File: src/fcs_pkg.sv
// Shared constants and types for the flow credit status block.
package fcs_pkg;

  // Credit info selector codes.
  typedef enum logic [2:0] {
    FCS_SEL_RX_AVAIL = 3'b000,
    FCS_SEL_RX_LIMIT = 3'b001,
    FCS_SEL_RX_CONS = 3'b010,
    FCS_SEL_RSVD0 = 3'b011,
    FCS_SEL_TX_AVAIL = 3'b100,
    FCS_SEL_TX_LIMIT = 3'b101,
    FCS_SEL_TX_CONS = 3'b110,
    FCS_SEL_RSVD1 = 3'b111
  } fcs_sel_t;

  // Traffic type codes; they also index the per-type pool arrays.
  localparam logic [1:0] FCS_TYPE_POSTED = 2'h0;
  localparam logic [1:0] FCS_TYPE_NONPOSTED = 2'h1;
  localparam logic [1:0] FCS_TYPE_COMPLETION = 2'h2;

  localparam int FCS_NUM_TYPES = 3;
  localparam int FCS_HDR_W = 8;
  localparam int FCS_DATA_W = 12;
  localparam int FCS_DW_W = 11;

  // Local receive buffer sizes advertised at flow control init, ordered posted, non-posted, completion.
  localparam logic [7:0] FCS_RX_HDR_INIT [3] = '{8'h20, 8'h0c, 8'h24};
  localparam logic [11:0] FCS_RX_DATA_INIT [3] = '{12'h09a, 12'h00c, 12'h09a};
  // Pools advertised as infinite by this device; completions for an endpoint.
  localparam logic [2:0] FCS_RX_INFINITE = 3'h4;

  // Values shown for a partner pool advertised as infinite.
  localparam logic [7:0] FCS_HDR_INF_VAL = 8'h7f;
  localparam logic [11:0] FCS_DATA_INF_VAL = 12'h7ff;

  // Selector to credit output delay in clock cycles.
  localparam int FCS_SEL_LATENCY = 2;

endpackage

File: src/fcs_pool_ctr.sv
// Limit and consumed counters for one credit pool.
`timescale 1ns/1ps

module fcs_pool_ctr #(
  parameter int W = 8,
  parameter logic [W-1:0] LIM_RST = '0
) (
  input wire logic clk,
  input wire logic rst_b,
  input wire logic load_lim,
  input wire logic [W-1:0] lim_val,
  input wire logic inc_lim,
  input wire logic [W-1:0] lim_inc,
  input wire logic clr_cons,
  input wire logic inc_cons,
  input wire logic [W-1:0] cons_inc,
  output logic [W-1:0] limit,
  output logic [W-1:0] consumed
);

  logic [W-1:0] lim_q, lim_d;
  logic [W-1:0] cons_q, cons_d;

  // Counters wrap modulo 2^W, as flow control arithmetic expects.
  always_comb begin
    lim_d = lim_q;
    cons_d = cons_q;
    if (load_lim) begin
      lim_d = lim_val;
    end else if (inc_lim) begin
      lim_d = lim_q + lim_inc;
    end
    if (clr_cons) begin
      cons_d = '0;
    end else if (inc_cons) begin
      cons_d = cons_q + cons_inc;
    end
  end

  always_ff @(posedge clk) begin
    if (!rst_b) begin
      lim_q <= LIM_RST;
      cons_q <= '0;
    end else begin
      lim_q <= lim_d;
      cons_q <= cons_d;
    end
  end

  assign limit = lim_q;
  assign consumed = cons_q;

endmodule

File: src/fcs_tx_slot.sv
// One-packet holding slot for the transmit scheduler.
`timescale 1ns/1ps

module fcs_tx_slot (
  input wire logic clk,
  input wire logic rst_b,
  input wire logic load,
  input wire logic [1:0] load_type,
  input wire logic [10:0] load_dw,
  input wire logic take,
  output logic valid,
  output logic [1:0] pkt_type,
  output logic [10:0] pkt_dw
);

  logic valid_q, valid_d;
  logic [1:0] type_q, type_d;
  logic [10:0] dw_q, dw_d;

  always_comb begin
    valid_d = valid_q;
    type_d = type_q;
    dw_d = dw_q;
    if (take) begin
      valid_d = 1'b0;
    end
    if (load) begin
      valid_d = 1'b1;
      type_d = load_type;
      dw_d = load_dw;
    end
  end

  always_ff @(posedge clk) begin
    if (!rst_b) begin
      valid_q <= 1'b0;
      type_q <= 2'h0;
      dw_q <= 11'h000;
    end else begin
      valid_q <= valid_d;
      type_q <= type_d;
      dw_q <= dw_d;
    end
  end

  assign valid = valid_q;
  assign pkt_type = type_q;
  assign pkt_dw = dw_q;

endmodule

File: src/fcs_credit_status.sv
// Flow control credit pools, transmit ordering and the selectable credit status outputs.
`timescale 1ns/1ps

// Contract
// - Decode selector into six categories, two reserved.
// - Outputs follow selector exactly two cycles later.
// - Header credit per packet, data per 16 bytes.
// - Initial credit values valid at link up.
// - Header 8 bits, data 12, top half negative.
// - Only transmit space shows negative or infinite maximum.
// - Receive space shows local free space, floor zero.
// - Receive limit grows as packets drain.
// - Infinite receive pools report zero limit.
// - Receive consumed counts arriving packets from zero.
// - Transmit space shows partner free space, may negative.
// - Posted and completion never pass each other.
// - Posted and completion pass blocked non-posted.
// - Transmit limit follows partner init and updates.
// - Infinite partner pools report zero limit.
// - Transmit consumed counts sent packets from zero.
module fcs_credit_status (
  input wire logic clk,
  input wire logic rst_b,
  input wire logic link_up,
  input wire logic [2:0] credit_info_select,
  input wire logic rx_pkt_valid,
  input wire logic [1:0] rx_pkt_type,
  input wire logic [10:0] rx_pkt_dw,
  input wire logic rx_read_valid,
  input wire logic [1:0] rx_read_type,
  input wire logic [10:0] rx_read_dw,
  input wire logic partner_fc_valid,
  input wire logic partner_fc_init,
  input wire logic [1:0] partner_fc_type,
  input wire logic [7:0] partner_fc_hdr,
  input wire logic [11:0] partner_fc_data,
  input wire logic tx_req_valid,
  input wire logic [1:0] tx_req_type,
  input wire logic [10:0] tx_req_dw,
  output logic tx_req_ready,
  output logic tx_send_valid,
  output logic [1:0] tx_send_type,
  output logic [10:0] tx_send_dw,
  output logic [7:0] posted_header_credits,
  output logic [11:0] posted_data_credits,
  output logic [7:0] nonposted_header_credits,
  output logic [11:0] nonposted_data_credits,
  output logic [7:0] completion_header_credits,
  output logic [11:0] completion_data_credits
);

  // Data credits of a payload: one per four doublewords, rounded up.
  function automatic logic [11:0] data_credits(input logic [10:0] dw);
    logic [11:0] s;
    s = {1'b0, dw} + 12'h003;
    return {2'b00, s[11:2]};
  endfunction

  // True when the partner pool can take one header and the given data credits.
  function automatic logic credit_ok(input logic [7:0] hl, input logic [7:0] hc, input logic [11:0] dl,
                                     input logic [11:0] dc, input logic hinf, input logic dinf,
                                     input logic [11:0] need);
    logic [7:0] hrem;
    logic [11:0] drem;
    hrem = hl - hc - 8'h01;
    drem = dl - dc - need;
    return (hinf || !hrem[7]) && (dinf || !drem[11]);
  endfunction

  logic [7:0] rx_hlim [3];
  logic [7:0] rx_hcons [3];
  logic [11:0] rx_dlim [3];
  logic [11:0] rx_dcons [3];
  logic [7:0] tx_hlim [3];
  logic [7:0] tx_hcons [3];
  logic [11:0] tx_dlim [3];
  logic [11:0] tx_dcons [3];

  logic pc_valid, np_valid;
  logic [1:0] pc_type, np_type;
  logic [10:0] pc_dw, np_dw;
  logic pc_load, np_load, pc_take, np_take;
  logic send_now;
  logic [1:0] send_type;
  logic [10:0] send_dw;
  logic [11:0] send_dcred;

  logic [2:0] hinf_q, hinf_d;
  logic [2:0] dinf_q, dinf_d;

  // Receive limits load their advertised values and receive consumed counts clear while the link is down, so they are valid at link up.
  generate
    for (genvar t = 0; t < fcs_pkg::FCS_NUM_TYPES; t++) begin : g_pool
      logic rx_in, rx_out, fc_hit, snd;
      assign rx_in = rx_pkt_valid && (rx_pkt_type == 2'(t));
      assign rx_out = rx_read_valid && (rx_read_type == 2'(t));
      assign fc_hit = partner_fc_valid && (partner_fc_type == 2'(t));
      assign snd = send_now && (send_type == 2'(t));

      fcs_pool_ctr #(.W(fcs_pkg::FCS_HDR_W), .LIM_RST(fcs_pkg::FCS_RX_HDR_INIT[t])) u_rx_hdr (
        .clk(clk), .rst_b(rst_b),
        .load_lim(!link_up), .lim_val(fcs_pkg::FCS_RX_HDR_INIT[t]),
        .inc_lim(rx_out), .lim_inc(8'h01),
        .clr_cons(!link_up), .inc_cons(rx_in), .cons_inc(8'h01),
        .limit(rx_hlim[t]), .consumed(rx_hcons[t])
      );
      fcs_pool_ctr #(.W(fcs_pkg::FCS_DATA_W), .LIM_RST(fcs_pkg::FCS_RX_DATA_INIT[t])) u_rx_data (
        .clk(clk), .rst_b(rst_b),
        .load_lim(!link_up), .lim_val(fcs_pkg::FCS_RX_DATA_INIT[t]),
        .inc_lim(rx_out), .lim_inc(data_credits(rx_read_dw)),
        .clr_cons(!link_up), .inc_cons(rx_in), .cons_inc(data_credits(rx_pkt_dw)),
        .limit(rx_dlim[t]), .consumed(rx_dcons[t])
      );
      fcs_pool_ctr #(.W(fcs_pkg::FCS_HDR_W), .LIM_RST(8'h00)) u_tx_hdr (
        .clk(clk), .rst_b(rst_b),
        .load_lim(fc_hit), .lim_val(partner_fc_hdr),
        .inc_lim(1'b0), .lim_inc(8'h00),
        .clr_cons(fc_hit && partner_fc_init), .inc_cons(snd), .cons_inc(8'h01),
        .limit(tx_hlim[t]), .consumed(tx_hcons[t])
      );
      fcs_pool_ctr #(.W(fcs_pkg::FCS_DATA_W), .LIM_RST(12'h000)) u_tx_data (
        .clk(clk), .rst_b(rst_b),
        .load_lim(fc_hit), .lim_val(partner_fc_data),
        .inc_lim(1'b0), .lim_inc(12'h000),
        .clr_cons(fc_hit && partner_fc_init), .inc_cons(snd), .cons_inc(send_dcred),
        .limit(tx_dlim[t]), .consumed(tx_dcons[t])
      );
    end
  endgenerate

  // A zero advertised at flow control init marks the partner pool as infinite.
  always_comb begin
    hinf_d = hinf_q;
    dinf_d = dinf_q;
    for (int t = 0; t < fcs_pkg::FCS_NUM_TYPES; t++) begin
      if (partner_fc_valid && partner_fc_init && (partner_fc_type == 2'(t))) begin
        hinf_d[t] = (partner_fc_hdr == 8'h00);
        dinf_d[t] = (partner_fc_data == 12'h000);
      end
    end
  end

  always_ff @(posedge clk) begin
    if (!rst_b) begin
      hinf_q <= 3'h0;
      dinf_q <= 3'h0;
    end else begin
      hinf_q <= hinf_d;
      dinf_q <= dinf_d;
    end
  end

  // Posted and completion share one in-order slot; non-posted has its own so it can be bypassed.
  assign tx_req_ready = (tx_req_type == fcs_pkg::FCS_TYPE_NONPOSTED) ? !np_valid :
                        (tx_req_type == fcs_pkg::FCS_TYPE_POSTED || tx_req_type == fcs_pkg::FCS_TYPE_COMPLETION) ?
                        !pc_valid : 1'b0;
  assign pc_load = tx_req_valid && tx_req_ready && (tx_req_type != fcs_pkg::FCS_TYPE_NONPOSTED);
  assign np_load = tx_req_valid && tx_req_ready && (tx_req_type == fcs_pkg::FCS_TYPE_NONPOSTED);

  fcs_tx_slot u_pc_slot (
    .clk(clk), .rst_b(rst_b), .load(pc_load), .load_type(tx_req_type), .load_dw(tx_req_dw),
    .take(pc_take), .valid(pc_valid), .pkt_type(pc_type), .pkt_dw(pc_dw)
  );
  fcs_tx_slot u_np_slot (
    .clk(clk), .rst_b(rst_b), .load(np_load), .load_type(tx_req_type), .load_dw(tx_req_dw),
    .take(np_take), .valid(np_valid), .pkt_type(np_type), .pkt_dw(np_dw)
  );

  // The posted/completion head waits for its own credits; non-posted goes only when that head cannot.
  always_comb begin
    pc_take = pc_valid && credit_ok(tx_hlim[pc_type], tx_hcons[pc_type], tx_dlim[pc_type], tx_dcons[pc_type],
                                    hinf_q[pc_type], dinf_q[pc_type], data_credits(pc_dw));
    np_take = !pc_take && np_valid &&
              credit_ok(tx_hlim[np_type], tx_hcons[np_type], tx_dlim[np_type], tx_dcons[np_type],
                        hinf_q[np_type], dinf_q[np_type], data_credits(np_dw));
    send_now = pc_take || np_take;
    send_type = pc_take ? pc_type : np_type;
    send_dw = pc_take ? pc_dw : np_dw;
    send_dcred = data_credits(send_dw);
  end

  logic send_valid_q, send_valid_d;
  logic [1:0] send_type_q, send_type_d;
  logic [10:0] send_dw_q, send_dw_d;

  always_comb begin
    send_valid_d = send_now;
    send_type_d = send_now ? send_type : send_type_q;
    send_dw_d = send_now ? send_dw : send_dw_q;
  end

  always_ff @(posedge clk) begin
    if (!rst_b) begin
      send_valid_q <= 1'b0;
      send_type_q <= 2'h0;
      send_dw_q <= 11'h000;
    end else begin
      send_valid_q <= send_valid_d;
      send_type_q <= send_type_d;
      send_dw_q <= send_dw_d;
    end
  end

  assign tx_send_valid = send_valid_q;
  assign tx_send_type = send_type_q;
  assign tx_send_dw = send_dw_q;

  // Selector is registered once, the chosen values once more: two cycles in all.
  logic [2:0] sel_q, sel_d;
  logic [7:0] hdr_q [3];
  logic [7:0] hdr_d [3];
  logic [11:0] dat_q [3];
  logic [11:0] dat_d [3];

  always_comb begin
    logic [7:0] pend_h;
    logic [11:0] pend_d;
    logic [7:0] hval;
    logic [11:0] dval;
    pend_h = 8'h00;
    pend_d = 12'h000;
    hval = 8'h00;
    dval = 12'h000;
    sel_d = credit_info_select;
    for (int t = 0; t < fcs_pkg::FCS_NUM_TYPES; t++) begin
      pend_h = 8'h00;
      pend_d = 12'h000;
      if (pc_valid && pc_type == 2'(t)) begin
        pend_h = pend_h + 8'h01;
        pend_d = pend_d + data_credits(pc_dw);
      end
      if (np_valid && np_type == 2'(t)) begin
        pend_h = pend_h + 8'h01;
        pend_d = pend_d + data_credits(np_dw);
      end
      hdr_d[t] = 8'h00;
      dat_d[t] = 12'h000;
      unique case (fcs_pkg::fcs_sel_t'(sel_q))
        fcs_pkg::FCS_SEL_RX_AVAIL: begin
          hval = rx_hlim[t] - rx_hcons[t];
          dval = rx_dlim[t] - rx_dcons[t];
          hdr_d[t] = hval[7] ? 8'h00 : hval;
          dat_d[t] = dval[11] ? 12'h000 : dval;
        end
        fcs_pkg::FCS_SEL_RX_LIMIT: begin
          hdr_d[t] = fcs_pkg::FCS_RX_INFINITE[t] ? 8'h00 : rx_hlim[t];
          dat_d[t] = fcs_pkg::FCS_RX_INFINITE[t] ? 12'h000 : rx_dlim[t];
        end
        fcs_pkg::FCS_SEL_RX_CONS: begin
          hdr_d[t] = rx_hcons[t];
          dat_d[t] = rx_dcons[t];
        end
        fcs_pkg::FCS_SEL_TX_AVAIL: begin
          // Queued but unsent packets count against the partner, so the value can go negative.
          hdr_d[t] = hinf_q[t] ? fcs_pkg::FCS_HDR_INF_VAL : tx_hlim[t] - tx_hcons[t] - pend_h;
          dat_d[t] = dinf_q[t] ? fcs_pkg::FCS_DATA_INF_VAL : tx_dlim[t] - tx_dcons[t] - pend_d;
        end
        fcs_pkg::FCS_SEL_TX_LIMIT: begin
          hdr_d[t] = hinf_q[t] ? 8'h00 : tx_hlim[t];
          dat_d[t] = dinf_q[t] ? 12'h000 : tx_dlim[t];
        end
        fcs_pkg::FCS_SEL_TX_CONS: begin
          hdr_d[t] = tx_hcons[t];
          dat_d[t] = tx_dcons[t];
        end
        fcs_pkg::FCS_SEL_RSVD0, fcs_pkg::FCS_SEL_RSVD1: begin
          hdr_d[t] = 8'h00;
          dat_d[t] = 12'h000;
        end
      endcase
    end
  end

  always_ff @(posedge clk) begin
    if (!rst_b) begin
      sel_q <= 3'h0;
      for (int t = 0; t < fcs_pkg::FCS_NUM_TYPES; t++) begin
        hdr_q[t] <= 8'h00;
        dat_q[t] <= 12'h000;
      end
    end else begin
      sel_q <= sel_d;
      for (int t = 0; t < fcs_pkg::FCS_NUM_TYPES; t++) begin
        hdr_q[t] <= hdr_d[t];
        dat_q[t] <= dat_d[t];
      end
    end
  end

  assign posted_header_credits = hdr_q[fcs_pkg::FCS_TYPE_POSTED];
  assign posted_data_credits = dat_q[fcs_pkg::FCS_TYPE_POSTED];
  assign nonposted_header_credits = hdr_q[fcs_pkg::FCS_TYPE_NONPOSTED];
  assign nonposted_data_credits = dat_q[fcs_pkg::FCS_TYPE_NONPOSTED];
  assign completion_header_credits = hdr_q[fcs_pkg::FCS_TYPE_COMPLETION];
  assign completion_data_credits = dat_q[fcs_pkg::FCS_TYPE_COMPLETION];

endmodule

File: config.mk
export PLATFORM = sky130hd
export DESIGN_NAME = fcs_credit_status
export DESIGN_NICKNAME = d
export VERILOG_FILES = /design/src/fcs_pkg.sv /design/src/fcs_pool_ctr.sv /design/src/fcs_tx_slot.sv /design/src/fcs_credit_status.sv
export SDC_FILE = /design/constraint.sdc
export NUM_CORES = 2
export LEC_CHECK = 0
export BUFFER_PORTS_ARGS = -buffer_cell sky130_fd_sc_hd__buf_4
export CAP_MARGIN = 20
export CELL_PAD_IN_SITES_DETAIL_PLACEMENT = 2
export CELL_PAD_IN_SITES_GLOBAL_PLACEMENT = 2
export CORE_MARGIN = 10
export CORE_UTILIZATION = 35
export CTS_BUF_LIST = sky130_fd_sc_hd__clkbuf_8
export CTS_CLUSTER_DIAMETER = 30
export DETAILED_ROUTE_END_ITERATION = 10
export GPL_ROUTABILITY_DRIVEN = 0
export PLACE_DENSITY_LB_ADDON = 0.08
export SLEW_MARGIN = 10
export SYNTH_ARGS = -nofsm -noshare
export SYNTH_HDL_FRONTEND = slang
export SYNTH_SLANG_ARGS = --single-unit
File: constraint.sdc
create_clock -name clk -period 6.42 [get_ports clk]
set_clock_uncertainty 0.15 [all_clocks]
set_input_delay 1.605 -clock clk [delete_from_list [all_inputs] [get_ports clk]]
set_output_delay 1.605 -clock clk [all_outputs]
set_load 0.02 [all_outputs]
# Yosys cells after proc, flatten, opt, wreduce, memory -nomap -nowiden
# Memories as Yosys holds them, arrays and structs flattened.
# Index checks and enable logic that the tools add are counted.
[totals] reg_bits=291 latch_bits=0 ram_bits=60 rom_bits=0 inputBits=72 out_inout_bits=75 wordCells=280 n_memories=2
[op_classes] n_addsub=55 multipliers=0 div=0 magnitude_cmp=4 n_eq_ne=22 shifts=0 n_mux=84 bitwise=9 reduce_logical=64
[memory_table] memory="dat_q" depth=3 word_bits=12 read_ports=3 rd_clocked_by_memory_dff=0 write_ports=3 line_no="fcs_credit_status.sv:212" rtl="logic [11:0] dat_q [3];"
[memory_table] memory="hdr_q" depth=3 word_bits=8 read_ports=3 rd_clocked_by_memory_dff=0 write_ports=3 line_no="fcs_credit_status.sv:210" rtl="logic [7:0] hdr_q [3];"
[ops] operator="2-to-1 mux 12 bit" count=20
[ops] operator="case mux 12 bit (7 select lines)" count=2
[ops] operator="2-to-1 mux 8 bit" count=20
[ops] operator="adder 12 x 10 -> 12 bit" count=12
[ops] operator="subtractor 12 bit" count=11
[ops] operator="case mux 8 bit (7 select lines)" count=2
[ops] operator="adder 8 x 1 -> 8 bit, second input constant" count=12
[ops] operator="binary-select mux 12 bit (select 2 bit)" count=4
[ops] operator="subtractor 8 bit" count=11
[ops] operator="case mux 12 bit (6 select lines)" count=1
[ops] operator="binary-select mux 8 bit (select 2 bit)" count=4
[ops] operator="adder 11 x 2 -> 12 bit, second input constant" count=5
[ops] operator="case mux 8 bit (6 select lines)" count=1
[ops] operator="2-to-1 mux 11 bit" count=4
[ops] operator="logical AND 1 bit" count=33
[ops] operator="2-to-1 mux 10 bit" count=3
[ops] operator="subtractor 12 x 10 -> 12 bit" count=2
[ops] operator="2-to-1 mux 7 bit" count=3
[ops] operator="subtractor 8 x 1 -> 8 bit, second input constant" count=2
[ops] operator="2-to-1 mux 1 bit" count=15
[ops] operator="equality test 2 x 1 -> 1 bit, second input constant" count=7
[ops] operator="equality test 2 bit, second input constant" count=7
[ops] operator="logical NOT 2 bit" count=7
[ops] operator="equality test 3 bit, second input constant" count=4
[ops] operator="19 further kinds" count=46

# Longest topological paths before layout
[logic_depth] depth_word=15 mapped_depth=32 ltp_nobuf=29

# Hierarchy
# From an unflattened synthesis, not the netlist that was laid out.
[unflattened] hier_cells=4654 area_unflattened_um2=37188.2
[by_module_without_submodules] mod="fcs_credit_status" n_inst=1 cells_per_inst=2234 area_per_inst_um2=16636.0 seq_area_each_um2=1661.6
[by_module_without_submodules] mod="fcs_pool_ctr at g_pool[0].u_tx_data ..." n_inst=3 cells_per_inst=248 area_per_inst_um2=2024.4 seq_area_each_um2=480.5
[by_module_without_submodules] mod="fcs_pool_ctr at g_pool[0].u_rx_data ..." n_inst=2 cells_per_inst=250 area_per_inst_um2=2031.9 seq_area_each_um2=480.5
[by_module_without_submodules] mod="fcs_pool_ctr at g_pool[0].u_tx_hdr ..." n_inst=2 cells_per_inst=137 area_per_inst_um2=1198.6 seq_area_each_um2=320.3
[by_module_without_submodules] mod="fcs_pool_ctr at g_pool[1].u_rx_data" n_inst=1 cells_per_inst=248 area_per_inst_um2=2028.2 seq_area_each_um2=480.5
[by_module_without_submodules] mod="fcs_pool_ctr at g_pool[2].u_rx_hdr" n_inst=1 cells_per_inst=151 area_per_inst_um2=1286.2 seq_area_each_um2=320.3
[by_module_without_submodules] mod="fcs_pool_ctr at g_pool[0].u_rx_hdr" n_inst=1 cells_per_inst=140 area_per_inst_um2=1213.7 seq_area_each_um2=320.3
[by_module_without_submodules] mod="fcs_pool_ctr at g_pool[2].u_tx_hdr" n_inst=1 cells_per_inst=137 area_per_inst_um2=1212.4 seq_area_each_um2=320.3
[by_module_without_submodules] mod="fcs_pool_ctr at g_pool[1].u_rx_hdr" n_inst=1 cells_per_inst=136 area_per_inst_um2=1196.1 seq_area_each_um2=320.3
[by_module_without_submodules] mod="fcs_tx_slot" n_inst=2 cells_per_inst=45 area_per_inst_um2=540.5 seq_area_each_um2=280.3

# Worst setup path after synthesis
# OpenSTA, ideal clock, no wires.
[synth_path] kind="reg-to-reg" startpoint="register u_pc_slot.type_q[0] (netlist: u_pc_slot.pkt_type[0])" endpoint="register g_pool[0].u_tx_data.cons_q[9]" arrival_time_ns=6.305 required_ns=6.200 slack_ns=-0.105 path_stages_with_launch=28 period_less_slack_ns=6.525 cell_sequence="dfxtp_1 buf_6 buf_4 buf_1 buf_1 mux2i_1 o22ai_1 fa_1 ha_1 a21o_1 a21o_1 a21oi_1 o21ai_1 xnor2_1 o221ai_4 clkbuf_1 clkbuf_1 a21oi_1 ha_1 a21o_1 a21oi_1 nor2b_1 o21a_1 o41ai_1 o311a_1 o41ai_1 or3_1 a21oi_1"
[synth_between] elab_chain_len=15 word_cells_on_any_way=37 cone_classes="6 x add/sub; 18 x mux; 1 x bitwise; 12 x reduce/logical"
[synth_lines] item="start: declaration" line_no="fcs_tx_slot.sv:17" rtl="logic [1:0] type_q, type_d;"
[synth_lines] item="start signal: assignment" line_no="fcs_tx_slot.sv:41" rtl="type_q <= type_d;"
[synth_lines] item="parallel branches: the longest is 15 deep, another holds subtractor 12 bit"
[synth_lines] item="end signal: assignment" line_no="fcs_pool_ctr.sv:46" rtl="cons_q <= cons_d;"
[synth_lines] item="end: declaration" line_no="fcs_pool_ctr.sv:22" rtl="logic [W-1:0] cons_q, cons_d;"
# Parallel ways; which one is timed is not known. The select of a mux whose other input is x is not followed.
# A chain may end at the register's enable or synchronous reset.

# Final worst setup path
[layout_path] startpoint="register u_pc_slot.dw_q[2] (netlist: u_pc_slot.pkt_dw[2])" endpoint="register g_pool[0].u_tx_data.cons_q[10]"
[layout_between] elab_chain_len=11 word_cells_on_any_way=16 cone_classes="4 x add/sub; 2 x mux; 10 x reduce/logical"
[layout_lines] item="start: declaration" line_no="fcs_tx_slot.sv:18" rtl="logic [10:0] dw_q, dw_d;"
[layout_lines] item="start signal: assignment" line_no="fcs_tx_slot.sv:42" rtl="dw_q <= dw_d;"
[layout_lines] item="parallel branches: the longest is 11 deep, another holds adder 11 x 2 -> 12 bit"
# Parallel ways; which one is timed is not known.

==> impl_metrics.tcl <==
set metrics [dict create \
    grt_busiest_layer "met2" \
    ys_async_sr_fraction_pct 0 \
    p_per_area_nw_per_um2 226.0 \
    start_util_pct 35.33 \
    slew_headroom_pct 32.35 \
    synthCells 3801 \
    grt.met3_usage_pct 4.757 \
    dp_cells 5055 \
    cts_tree "done" \
    synth_area_leader_cell "dfxtp_1" \
    endpoint_kind "register" \
    layout_common_cells "nand2_1 (549), inv_1 (359), dfxtp_1 (345)" \
    synth_warnings 0 \
    cp_slowest_cell "fa_1" \
    setup_viol 0 \
    cp.arrival_ns 6.78 \
    regArea_um2 7044 \
    fmax_mhz 160.6 \
    wl_per_cell_um 27.45 \
    wl_um 145000 \
    cts.path.max_buffers 3 \
    ys_types 76 \
    postSynthRegisterBits 351 \
    drc_errors 0 \
    p_sw_mw 2.369 \
    dieArea_um2 96630 \
    layout.nets 4495 \
    die_h_um 310.9 \
    critPathMostFrequentCell "inv_1" \
    tightest_slew_ns 1.012 \
    min_path_type "reg -> reg" \
    ys_seq_area_share_pct 23.73 \
    grt_max_degree 100 \
    rows 106 \
    antenna_found_initial 4 \
    htreeDepth 3 \
    num_vias 30420 \
    detail-route-antenna-nets 0 \
    p_leak_nw 15.08 \
    cts_sinks 351 \
    drt_iter0_markers 2180 \
    hold_violations 0 \
    yosysTopAreaCellShare_pct 23.73 \
    internal_power_mw 5.719 \
    cts_root_buf "clkbuf_8" \
    fill_cells 9548 \
    synth_flop_cell "dfxtp_1" \
    crit_path_max_fanout 8 \
    crit_required_ns 6.98 \
    outcome "finished clean" \
    slew_violations 0 \
    multi_input_area_um2 20660 \
    grt_pass1_vias 33360 \
    use_met2_pct 48.56 \
    drive_gt1_share_pct 14.28 \
    worst-setup-path-type "reg -> reg" \
    post-route-util_pct 42.70 \
    synth_edf_count 0 \
    dp_hpwl_um 113600 \
    synth_area_leaders "dfxtp_1 (24%), ha_1 (13%), nand2_1 (7.0%)" \
    die_w_um 310.9 \
    grt_use_total_pct 28.91 \
    vdd_drop_max_v 0.0002078 \
    clkPwrFrac_pct 55.5 \
    clk_pin_slew_ns 0.05 \
    comb_power_share_pct 15.9 \
    synth_fp_nets 4249 \
    grt_use_met1_pct 36.54 \
    syn2layout_area_growth_pct 20.88 \
    swShare_pct 29.29 \
    vias_per_cell 5.758 \
    coreArea_um2 83820 \
    grt.overflow.total 0 \
    cp-start-kind "register" \
    cts_buffers 114 \
    port_buffers 146 \
    final.min_clock_period_ns 6.226 \
    p_seq_share_pct 28.6 \
    holdWs_ns 0.3393 \
    drv_cap 0 \
    syn_area_um2 29610 \
    drt-pass1-iter-count 9 \
    syn_avg_cell_area_um2 7.790 \
    grt_pass1_wl_um 215700 \
    io_pins 147 \
    max_stage_delay_ns 0.52 \
    clkLatencyLatePin_ns 0.80 \
    post-route-period-util_pct 96.97 \
    stdcell_count 5283 \
    layout.cells.most_common "nand2_1" \
]
## final timing paths
path,start,end,slack (ns),cells past startpoint
max reg2reg,u_pc_slot.pkt_dw[2]$_SDFFE_PN0P_,g_pool[0].u_tx_data.consumed[10]$_SDFFE_PP0P_,0.19,28
min,g_pool[0].u_rx_data.consumed[3]$_SDFFE_PN0P_,g_pool[0].u_rx_data.consumed[3]$_SDFFE_PN0P_,0.34,2
min reg2reg,g_pool[0].u_rx_data.consumed[3]$_SDFFE_PN0P_,g_pool[0].u_rx_data.consumed[3]$_SDFFE_PN0P_,0.34,2
max,u_pc_slot.pkt_dw[2]$_SDFFE_PN0P_,g_pool[0].u_tx_data.consumed[10]$_SDFFE_PP0P_,0.19,28
## final cells by class
type / instances / share of cell area [%]
antenna: 3 / 0.02097
clock buffer: 131 / 5.037
clock inverter: 84 / 3.244
inverter: 348 / 3.649
multi-input combinational: 2922 / 57.73
sequential: 351 / 19.68
tap: 1134 / 3.964
timing repair buffer: 310 / 6.670
## logic make-up (layout without fill, tap and decap cells)
group                    count (synthesis)  after routing  share of synthesized area [%]
AND/OR/NAND/NOR                       1119           1119                          17.05
AO/OA/AOI/OAI                         1030           1030                          22.06
buffers and inverters                  528            873                          6.909
adder cells (fa/ha/maj)                376            376                          17.79
flip-flops                             351            351                          23.73
XOR/XNOR                               265            265                          7.915
multiplexers                           132            132                          4.543
other                                    0              3                              0
## flip-flops by register name, indices dropped and copies added (netlist names), 24 cells and up
signal                     cells
dat_q                         36
g_pool.u_rx_data.consumed     36
g_pool.u_rx_data.limit        36
g_pool.u_tx_data.consumed     36
g_pool.u_tx_data.limit        36
g_pool.u_rx_hdr.consumed      24
g_pool.u_rx_hdr.limit         24
g_pool.u_tx_hdr.consumed      24
g_pool.u_tx_hdr.limit         24
hdr_q                         24
## power groups by stage
stage | Clock, mW | Sequential (mW) | Combinational (mW)
floorplan | 0 | 2.35 | 0.736
global placement | 0 | 2.35 | 1.20
detailed placement | 0 | 2.35 | 1.25
CTS | 4.57 | 2.31 | 1.26
global route | 4.71 | 2.31 | 1.39
finish | 4.49 | 2.31 | 1.29
## routing by layer
layer	up-vias	share of wire (%)
li1	13670	-
met1	15590	44
met2	860	47
met3	306	5.3
met4	2	4.2
met5	-	0.0090
## metrics by stage
step	worst slack (ns)	total power [mW]	cell area, um2	setup TNS, ns
final	0.1944	8.088	35790	0
after global routing	-0.1002	8.413	35790	-0.4716
after CTS	0.04720	8.139	35610	0
after detailed placement	-0.1206	3.597	32630	-0.1729
after global placement	0.1462	3.543	32630	0
after floorplan	0.1506	3.081	29610	0
## cell usage after synthesis, types with 12 or more instances
cell,count
nand2_1,550
dfxtp_1,351
inv_1,347
ha_1,301
a21oi_1,278
o21ai_0,252
nor2_1,227
xnor2_1,165
clkbuf_1,144
mux2i_1,118
a21boi_0,106
xor2_1,98
a21o_1,87
fa_1,75
nand3_1,71
o22ai_1,49
nor3_1,46
o21bai_1,46
nor2b_1,36
a222oi_1,35
o211ai_1,30
o21a_1,28
nand4_1,25
nand2b_1,23
buf_1,18
or3_1,18
a211oi_1,17
and2_1,17
and3_1,15
a31oi_1,14
mux2_2,12
or2_2,12
or4_1,12
## worst max-delay path, delay by kind of cell (launching register included)
family	cells	cell delay [ns]
fa+ha+maj	4	1.51
simple gates	7	1.30
compound gates	12	2.12
flops	1	0.37
buf+inv	3	0.26
xor+xnor	2	0.43
## repair_timing
action,CTS,global route
cloned,0,2
resized for setup,4,20
endpoints found under the setup margin,5,15
pin swaps,0,5
hold buffers,0,0
setup buffers,0,8
No activity file was read; power rests on OpenSTA's default activity.
